$ cat config.mk
export PLATFORM = sky130hd
export DESIGN_NAME = following_error_and_event_trigger
export DESIGN_NICKNAME = d
export VERILOG_FILES = /design/src/fe_pkg.sv /design/src/fe_cmp_if.sv /design/src/following_error_and_event_trigger.sv /design/src/following_error_magnitude.sv
export SDC_FILE = /design/constraint.sdc
export NUM_CORES = 1
export LEC_CHECK = 0
export BUFFER_PORTS_ARGS = -buffer_cell sky130_fd_sc_hd__buf_2
export CAP_MARGIN = 30
export CORE_ASPECT_RATIO = 0.75
export CORE_MARGIN = 3
export CORE_UTILIZATION = 40
export CTS_CLUSTER_SIZE = 10
export DETAILED_ROUTE_END_ITERATION = 6
export GPL_ROUTABILITY_DRIVEN = 0
export SYNTH_ARGS = -nofsm -noshare
export SYNTH_HDL_FRONTEND = slang
export SYNTH_HIERARCHICAL = 1
export SYNTH_SLANG_ARGS = --single-unit
$ cat constraint.sdc
create_clock -name clk_in -period 4.7 [get_ports clk_in]
set_input_delay 1.175 -clock clk_in [delete_from_list [all_inputs] [get_ports clk_in]]
set_output_delay 1.175 -clock clk_in [all_outputs]
set_load 0.005 [all_outputs]
$ cat src/fe_pkg.sv
/*
 Shared constants and types for the following-error supervisor and the
 second event trigger. Assumes a 200 MHz system clock.
*/
package fe_pkg;
    // Data widths
    localparam int POS_W   = 32;
    localparam int MAG_W   = 33;
    localparam int LIMIT_W = 16;
    localparam int SET_W   = 16;
    localparam int CODE_W  = 8;
    localparam int ATT_W   = 8;
    localparam int TIME_W  = 16;
    localparam int TICK_W  = 18;

    // Error codes
    localparam logic [CODE_W-1:0] ERR_NONE      = 8'h00;
    localparam logic [CODE_W-1:0] ERR_NEG_LIMIT = 8'h13;
    localparam logic [CODE_W-1:0] ERR_FOLLOWING = 8'h85;
    localparam logic [CODE_W-1:0] ERR_CORR_FAIL = 8'h89;

    // Limit range and start value (0.05 rev in encoder counts)
    localparam logic [LIMIT_W-1:0] LIMIT_MAX   = 16'h7FFF;
    localparam int ENC_COUNTS_PER_REV           = 4000;
    localparam int REV_FRACTION_PERMILLE        = 50;
    localparam logic [LIMIT_W-1:0] LIMIT_INIT  =
        LIMIT_W'(ENC_COUNTS_PER_REV * REV_FRACTION_PERMILLE / 1000);

    // Retry time unit: 1 ms, as clock cycles
    localparam int CLK_MHZ           = 200;
    localparam int RETRY_UNIT_NS     = 1000000;
    localparam int RETRY_UNIT_CYCLES = RETRY_UNIT_NS * CLK_MHZ / 1000;

    // Configured error action
    typedef enum logic [1:0] {
        ACT_DISABLED = 2'b00,
        ACT_STOP     = 2'b01,
        ACT_CORRECT  = 2'b10,
        ACT_RESTART  = 2'b11
    } err_action_t;

    // Supervisor state
    typedef enum logic {
        ST_MONITOR      = 1'b0,
        ST_RESTART_WAIT = 1'b1
    } fe_state_t;
endpackage : fe_pkg

$ cat src/fe_cmp_if.sv
/*
 Carrier between the supervisor and its magnitude comparator.
 Assumes both ends sit in the same clock domain; all signals combinational.
*/
`timescale 1ns/10ps
`default_nettype none
interface fe_cmp_if;
    import fe_pkg::*;
    logic signed [POS_W-1:0]   cmd_pos;
    logic signed [POS_W-1:0]   enc_pos;
    logic        [LIMIT_W-1:0] limit;
    logic        [MAG_W-1:0]   magnitude;
    logic                      exceeds;

    modport calc (input cmd_pos, enc_pos, limit, output magnitude, exceeds);
    modport user (output cmd_pos, enc_pos, limit, input magnitude, exceeds);
endinterface : fe_cmp_if
`default_nettype wire

$ cat src/following_error_and_event_trigger.sv
/*
 Second event trigger arming/polarity and following-error supervision
 with stop, correct and restart actions. Assumes all inputs synchronous to
 clk_in, and one-cycle pulses for the write, update and start strobes.
*/
// Behaviour
// Zero setting disarms registration trigger
// Arming allowed while move in progress
// Disarm ignored once registration cycle begun
// Positive setting arms, rising edge
// Negative setting arms, falling edge
// Event level readable as input two
// Following error is absolute position difference
// Check only closed loop, action enabled
// Stop action: code 133, stop motion
// Correct action: new move, limited attempts
// Restart action: restart after retry time
// Limit reloaded at reset and start
// Negative limit write raises code 19
// Oversize limit clamps to 32767 counts
// Limit readable as stored setting
// Homing trigger by polarity, never disarmed
// Registration trigger starts index portion
// Strict compare every position update
// Attempts exhausted: stop, flag failure
`timescale 1ns/10ps
`default_nettype none
module following_error_and_event_trigger
    import fe_pkg::*;
#(
    parameter int unsigned TICK_CYCLES = RETRY_UNIT_CYCLES
)
(
    input  wire logic                      clk_in,
    input  wire logic                      rst_in,
    input  wire logic                      event_in,
    input  wire logic                      event_setting_wr_in,
    input  wire logic signed [SET_W-1:0]   event_setting_in,
    input  wire logic                      registration_active_in,
    input  wire logic                      homing_active_in,
    input  wire logic                      pos_update_in,
    input  wire logic signed [POS_W-1:0]   commanded_position_in,
    input  wire logic signed [POS_W-1:0]   measured_encoder_position_in,
    input  wire logic                      closed_loop_in,
    input  wire logic        [1:0]         error_action_in,
    input  wire logic        [ATT_W-1:0]   correction_attempts_in,
    input  wire logic        [TIME_W-1:0]  retry_time_ms_in,
    input  wire logic                      limit_wr_in,
    input  wire logic signed [POS_W-1:0]   limit_value_in,
    input  wire logic                      project_start_in,
    input  wire logic                      error_clear_in,
    output logic                           event_armed_out,
    output logic                           event_falling_out,
    output logic                           general_input2_out,
    output logic                           home_trigger_out,
    output logic                           index_start_out,
    output logic             [LIMIT_W-1:0] limit_out,
    output logic             [MAG_W-1:0]   fe_magnitude_out,
    output logic                           stop_motion_out,
    output logic                           correction_move_out,
    output logic                           restart_move_out,
    output logic                           correction_fail_out,
    output logic             [CODE_W-1:0]  error_code_out,
    output logic                           error_set_out
);
    fe_cmp_if cmp_bus ();

    logic                armed_reg,   armed_next;
    logic                falling_reg, falling_next;
    logic                event_prev_reg;
    logic                home_reg,    index_reg;
    logic [LIMIT_W-1:0]  limit_reg,   limit_next;
    logic [MAG_W-1:0]    mag_reg;
    logic [ATT_W-1:0]    attempts_reg, attempts_next;
    fe_state_t           state_reg,   state_next;
    logic [TICK_W-1:0]   tick_cnt_reg;
    logic [TIME_W-1:0]   wait_cnt_reg;
    logic                stop_reg, corr_reg, restart_reg, fail_reg;
    logic [CODE_W-1:0]   code_reg,    code_next;
    logic                err_set_reg;
    err_action_t         action;

    // Comparator hookup
    assign cmp_bus.cmd_pos = commanded_position_in;
    assign cmp_bus.enc_pos = measured_encoder_position_in;
    assign cmp_bus.limit   = limit_reg;

    following_error_magnitude u_mag (
        .bus (cmp_bus.calc)
    );

    // Event setting decode
    wire set_zero   = (event_setting_in == 16'h0000);
    wire set_neg    = event_setting_in[SET_W-1];
    wire arm_req    = event_setting_wr_in & ~set_zero;
    wire disarm_ok  = event_setting_wr_in & set_zero
                    & ~registration_active_in;
    assign armed_next   = arm_req ? 1'b1 : (disarm_ok ? 1'b0 : armed_reg);
    assign falling_next = arm_req ? set_neg : falling_reg;

    // Edge selection by polarity
    wire rise_edge  = event_in & ~event_prev_reg;
    wire fall_edge  = ~event_in & event_prev_reg;
    wire edge_hit   = falling_reg ? fall_edge : rise_edge;
    wire home_hit   = homing_active_in & edge_hit;
    wire index_hit  = registration_active_in & armed_reg & edge_hit;

    // Limit write decode
    wire limit_neg  = limit_wr_in & limit_value_in[POS_W-1];
    wire limit_big  = |limit_value_in[POS_W-2:LIMIT_W-1];
    wire limit_ok   = limit_wr_in & ~limit_value_in[POS_W-1];
    wire [LIMIT_W-1:0] limit_clamped =
        limit_big ? LIMIT_MAX : limit_value_in[LIMIT_W-1:0];
    assign limit_next = project_start_in ? LIMIT_INIT
                      : (limit_ok ? limit_clamped : limit_reg);

    // Following-error checks
    assign action      = err_action_t'(error_action_in);
    wire check_en      = pos_update_in & closed_loop_in
                       & (action != ACT_DISABLED);
    wire excess        = check_en & cmp_bus.exceeds
                       & (state_reg == ST_MONITOR);
    wire attempts_left = attempts_reg < correction_attempts_in;
    wire stop_hit      = excess & (action == ACT_STOP);
    wire corr_hit      = excess & (action == ACT_CORRECT)
                       & attempts_left;
    wire fail_hit      = excess & (action == ACT_CORRECT)
                       & ~attempts_left;
    wire restart_hit   = excess & (action == ACT_RESTART);
    wire wait_done     = (state_reg == ST_RESTART_WAIT)
                       & (wait_cnt_reg == retry_time_ms_in);
    wire tick          = (tick_cnt_reg == TICK_W'(TICK_CYCLES - 1));
    wire any_err       = stop_hit | fail_hit | limit_neg;

    // Attempt counter: cleared once error is back in bounds
    assign attempts_next = project_start_in ? '0
                         : corr_hit ? attempts_reg + 8'h01
                         : (check_en & ~cmp_bus.exceeds) ? '0
                         : attempts_reg;

    // Error code priority: following error, failure, bad limit
    assign code_next = stop_hit  ? ERR_FOLLOWING
                     : fail_hit  ? ERR_CORR_FAIL
                     : limit_neg ? ERR_NEG_LIMIT
                     : error_clear_in ? ERR_NONE : code_reg;

    // Supervisor state transitions
    always_comb begin
        state_next = state_reg;
        unique case (state_reg)
            ST_MONITOR:      if (restart_hit) state_next = ST_RESTART_WAIT;
            ST_RESTART_WAIT: if (wait_done) state_next = ST_MONITOR;
        endcase
        if (project_start_in) begin
            state_next = ST_MONITOR;
        end
    end

    // Trigger registers
    always_ff @(posedge clk_in or posedge rst_in) begin
        if (rst_in) begin
            armed_reg      <= 1'b0;
            falling_reg    <= 1'b0;
            event_prev_reg <= 1'b0;
            home_reg       <= 1'b0;
            index_reg      <= 1'b0;
        end else begin
            armed_reg      <= armed_next;
            falling_reg    <= falling_next;
            event_prev_reg <= event_in;
            home_reg       <= home_hit;
            index_reg      <= index_hit;
        end
    end

    // Limit and magnitude registers
    always_ff @(posedge clk_in or posedge rst_in) begin
        if (rst_in) begin
            limit_reg <= LIMIT_INIT;
            mag_reg   <= '0;
        end else begin
            limit_reg <= limit_next;
            if (pos_update_in) mag_reg <= cmp_bus.magnitude;
        end
    end

    // Restart wait timing
    always_ff @(posedge clk_in or posedge rst_in) begin
        if (rst_in) begin
            tick_cnt_reg <= '0;
            wait_cnt_reg <= '0;
        end else if (state_reg != ST_RESTART_WAIT) begin
            tick_cnt_reg <= '0;
            wait_cnt_reg <= '0;
        end else begin
            tick_cnt_reg <= tick ? '0 : tick_cnt_reg + 18'h00001;
            if (tick) wait_cnt_reg <= wait_cnt_reg + 16'h0001;
        end
    end

    // Actions and error reporting
    always_ff @(posedge clk_in or posedge rst_in) begin
        if (rst_in) begin
            state_reg    <= ST_MONITOR;
            attempts_reg <= '0;
            stop_reg     <= 1'b0;
            corr_reg     <= 1'b0;
            restart_reg  <= 1'b0;
            fail_reg     <= 1'b0;
            code_reg     <= ERR_NONE;
            err_set_reg  <= 1'b0;
        end else begin
            state_reg    <= state_next;
            attempts_reg <= attempts_next;
            stop_reg     <= stop_hit | fail_hit;
            corr_reg     <= corr_hit;
            restart_reg  <= wait_done;
            fail_reg     <= fail_hit | (fail_reg & ~project_start_in);
            code_reg     <= code_next;
            err_set_reg  <= any_err;
        end
    end

    // Output drive
    assign event_armed_out     = armed_reg;
    assign event_falling_out   = falling_reg;
    assign general_input2_out  = event_prev_reg;
    assign home_trigger_out    = home_reg;
    assign index_start_out     = index_reg;
    assign limit_out           = limit_reg;
    assign fe_magnitude_out    = mag_reg;
    assign stop_motion_out     = stop_reg;
    assign correction_move_out = corr_reg;
    assign restart_move_out    = restart_reg;
    assign correction_fail_out = fail_reg;
    assign error_code_out      = code_reg;
    assign error_set_out       = err_set_reg;

    wire signed [MAG_W-1:0] chk_diff =
        {commanded_position_in[POS_W-1], commanded_position_in}
      - {measured_encoder_position_in[POS_W-1], measured_encoder_position_in};
endmodule : following_error_and_event_trigger
`default_nettype wire

$ cat src/following_error_magnitude.sv
/*
 Magnitude of commanded minus measured position, and strict compare
 against the limit. Assumes inputs stable within the cycle they are used.
*/
`timescale 1ns/10ps
`default_nettype none
module following_error_magnitude
    import fe_pkg::*;
(
    fe_cmp_if.calc bus
);
    wire signed [MAG_W-1:0] diff;
    wire        [MAG_W-1:0] neg_diff;

    // Sign-extended difference and its absolute value
    assign diff          = {bus.cmd_pos[POS_W-1], bus.cmd_pos}
                         - {bus.enc_pos[POS_W-1], bus.enc_pos};
    assign neg_diff      = MAG_W'(-diff);
    assign bus.magnitude = diff[MAG_W-1] ? neg_diff : diff;
    // Strict greater-than against the stored limit
    assign bus.exceeds   = bus.magnitude
                         > {{(MAG_W-LIMIT_W){1'b0}}, bus.limit};
endmodule : following_error_magnitude
`default_nettype wire

==> flow_summary.yaml <==
critical_path:
  cp_slowest_stage_delay_ns: 0.56
  crit_path_top_delay_cell: "or4b_4"
  crit_path_end_kind: "flop"
  r2r_start: "limit_out[6]"
  critical_path_buf_inv_count: 2
  crit_fanout: 6
  crit_path_end: "attempts_reg[2]"
  startpoint_type: "primary input"
  worstPathArrival_ns: 6.23
  criticalPathCategory: "primary input to flop"
  path_delay_family: "simple AND/OR/NAND/NOR gates"
  cpMostUsedCell: "a21o_1"
  rr_worst_depth: 16
  reg2reg_slack_ns: 0.85
  critical_path_depth: 25
  r2r-end: "attempts_reg[2]"
  critPathLaunch: "commanded_position_in[0]"
  worstPathRequired_ns: 4.90
placement:
  pre_cts_ws_ns: -1.99
  port_buffers: 213
  hpwl_mm: 20.8
  dp.cells: 1698
global_routing:
  grt_max_degree: 50
  grt_pass1_wl_mm: 42.5
  grt_overflow: 0
  grt_usage_pct: 21.6
  antenna_found_initial: 0
  grt_pass1_vias: 8512
layout:
  largest_reg_flops: 33
  fillers: 1934
  multi_input_area_mm2: 0.00608
  drive_gt1_share_pct: 42.0
  seq_area_mm2: 0.00268
  area_growth_pct: 42.3
  stdcell_count: 1727
  n_antenna_cell: 0
  nNetsFinal: 1643
synth:
  synth.distinct_cells: 96
  synth_area_mm2: 0.00877
  synth_warnings: 6
  syn_inst: 1016
  avgSynthCellArea_um2: 8.63
  synth-main-ff-cell: "dfrtp_1"
  synth.ff_latch_count: 107
  synth_edf_count: 0
  synth-seq-area-share_pct: 30.6
  ys_async_sr_fraction_pct: 100
die:
  die_y_um: 134
  die_x_um: 177
  core_area_mm2: 0.0214
  io_pins: 216
  dieArea_mm2: 0.0238
  start_util_pct: 41.1
  row_count: 46
power:
  power_density_mw_per_mm2: 273
  leakage_nw: 6.07
  irDropWorstVdd_v: 0.000201
route:
  antenna_left: 0
  drc_errors: 0
  routedWlPerCell_um: 15.1
  dr.pass1.iters: 5
  via_per_inst: 5.19
  drt_wl_total_mm: 26.0
  vias: 8961
  initialDrtViolationCount: 593
timing:
  setup_slack_ns: -1.33
  tightest_slew_ns: 0.695
  period_share_pct: 128
  finalSetupViolations: 18
  slew-limit-headroom_pct: 53.2
  slew_violations: 0
  max_freq_mhz: 166
  fin_crit_ns: 6.03
  clock_skew_ns: 0.00799
  rsz0062_at_grt: "yes"
  finalHoldViolCount: 0
status:
  status: "finished with violations"
  violations: "negative setup slack"
cts:
  cts_sinks: 107
  cts.reportedPaths.clkPinSlew_ns: 0.07
  cts_max_path_buffers: 2
  clk_latency_ns: 0.34
  htreeDepth: 3
  cts_made_buffers: 9
  clk_root_buffer_cell: "clkbuf_16"
  cts_tree: "done"
min_path:
  min_path_type: "flop to flop"
flow_run:
  max_cap_violations: 0
[cell usage in the layout (no fill, tap or decap), types with 5 or more instances in the layout]
cell type  synthesis  routed
xnor2_1           47      43
a21oi_1           61      48
nand2_2            1       5
buf_2             12     211
mux2i_1            7       7
a21oi_2            2      13
buf_4              3     226
and3_1            16      14
or2_2              5       5
o21ai_0           35      27
nor4_1            19      18
inv_1             70      68
dfrtp_1          104     104
o21ai_2            2       7
nor2b_1            9       8
o21ai_1            7      10
and2_1            10       9
nor3_1            35      34
mux2_2            35      35
or3_1              5       5
a31oi_1            8       8
nand4_1           17      17
nand2b_1          16      15
nand2_1           75      69
o211ai_1          20      20
xor2_1            43      42
nand3_1           35      31
ha_1              59      51
clkbuf_16          0       9
nor2_1            99      96
o21a_1            12      11
and4_1             5       5
a21o_1            13      13
ha_4               0       6
[Yosys cell counts, types with 10 or more instances]
master | n | area, µm²
nor3_1 | 35 | 175
buf_2 | 12 | 60.1
mux2_2 | 35 | 394
nor2_1 | 99 | 372
xnor2_1 | 47 | 412
ha_1 | 59 | 738
and3_1 | 16 | 100
clkbuf_1 | 17 | 63.8
a21o_1 | 13 | 97.6
nand4_1 | 17 | 106
o211ai_1 | 20 | 150
nand2_1 | 75 | 282
o21ai_0 | 35 | 175
nor4_1 | 19 | 119
a21oi_1 | 61 | 305
dfrtp_1 | 104 | 2600
xor2_1 | 43 | 377
o21a_1 | 12 | 90.1
inv_1 | 70 | 263
and2_1 | 10 | 62.6
nand3_1 | 35 | 175
nand2b_1 | 16 | 100
[routing by layer]
metal,GRT usage [%],vias up,routed length (µm),part of all wire [%]
met5,0,-,0,0
met4,3.79,0,307,1.2
met3,3.62,22,1660,6.4
met2,31.4,258,10800,42
met1,33.8,4191,13300,51
li1,-,4490,-,-
[stage by stage]
step | TNS (ns) | hold WS (ns) | area (µm²) | power [W] | utilization, %
6_report | -22.96 | 0.488 | 12500 | 0.00340 | 58.5
5_1_grt | -26.92 | 0.503 | 12500 | 0.00364 | 58.5
4_1_cts | -24.22 | 0.490 | 12300 | 0.00338 | 57.5
3_5_place_dp | -35.90 | 0.474 | 11800 | 0.00261 | 55.3
3_3_place_gp | -32.70 | 0.471 | 11800 | 0.00260 | 55.3
2_1_floorplan | -26.01 | 0.455 | 8960 | 0.00187 | -
[worst register-to-register path, delay by kind of cell, from the launching register on]
kind | cells | cell delay (ns)
AOI/OAI and AO/OA | 10 | 1.65
adders and majority gates | 1 | 0.31
buffers and inverters | 1 | 0.07
DFF | 1 | 0.56
and+or+nand+nor | 4 | 1.12
[worst min-delay path by stage]
| stage | cells past startpoint | slack, ns | to | startpoint |
|---|---|---|---|---|
| after floorplan | 1 | 0.46 | tick_cnt_reg[0] | tick_cnt_reg[0] |
| after global placement | 1 | 0.47 | error_code_out[7] | error_code_out[7] |
| after detailed placement | 1 | 0.47 | error_code_out[7] | error_code_out[7] |
| after CTS | 1 | 0.49 | tick_cnt_reg[0] | tick_cnt_reg[0] |
| after global routing | 1 | 0.50 | tick_cnt_reg[0] | tick_cnt_reg[0] |
| final | 1 | 0.49 | error_code_out[7] | error_code_out[7] |
[final cells by class]
type / count / share of cell area (%)
clock inverters: 6 / 0.391
multi-input cells: 804 / 48.7
inverters: 70 / 2.19
flip-flops and latches: 107 / 21.5
repair buffers: 442 / 22.5
clock buffers: 10 / 1.83
well taps: 288 / 2.89
[report_power, final]
part           switching, W  total (W)  internal [W]
Clock              0.000352   0.000718      0.000366
Combinational      0.000734    0.00156      0.000822
Sequential        0.0000901    0.00113       0.00104
[logic make-up after synthesis]
family / after synthesis / share of synthesized area (%)
DFF: 107 / 30.6
xor gates and xnor gates: 90 / 8.99
and+or+nand+nor: 382 / 23.5
buffers and inverters: 108 / 5.02
muxes: 42 / 5.29
adders and majority gates: 60 / 8.64
other: 1 / 0.0428
AOI/OAI and AO/OA: 226 / 18.0
[what timing repair did]
action / CTS / global route
gates resized for setup: 27 / 37
hold endpoints to repair: 0 / 0
cloned: 2 / 0
hold buffers: 0 / 0
pin swaps: 17 / 17
setup endpoints to repair: 18 / 26
buffers inserted: 8 / 4
Note: power is estimated with default switching activity, not from simulation.
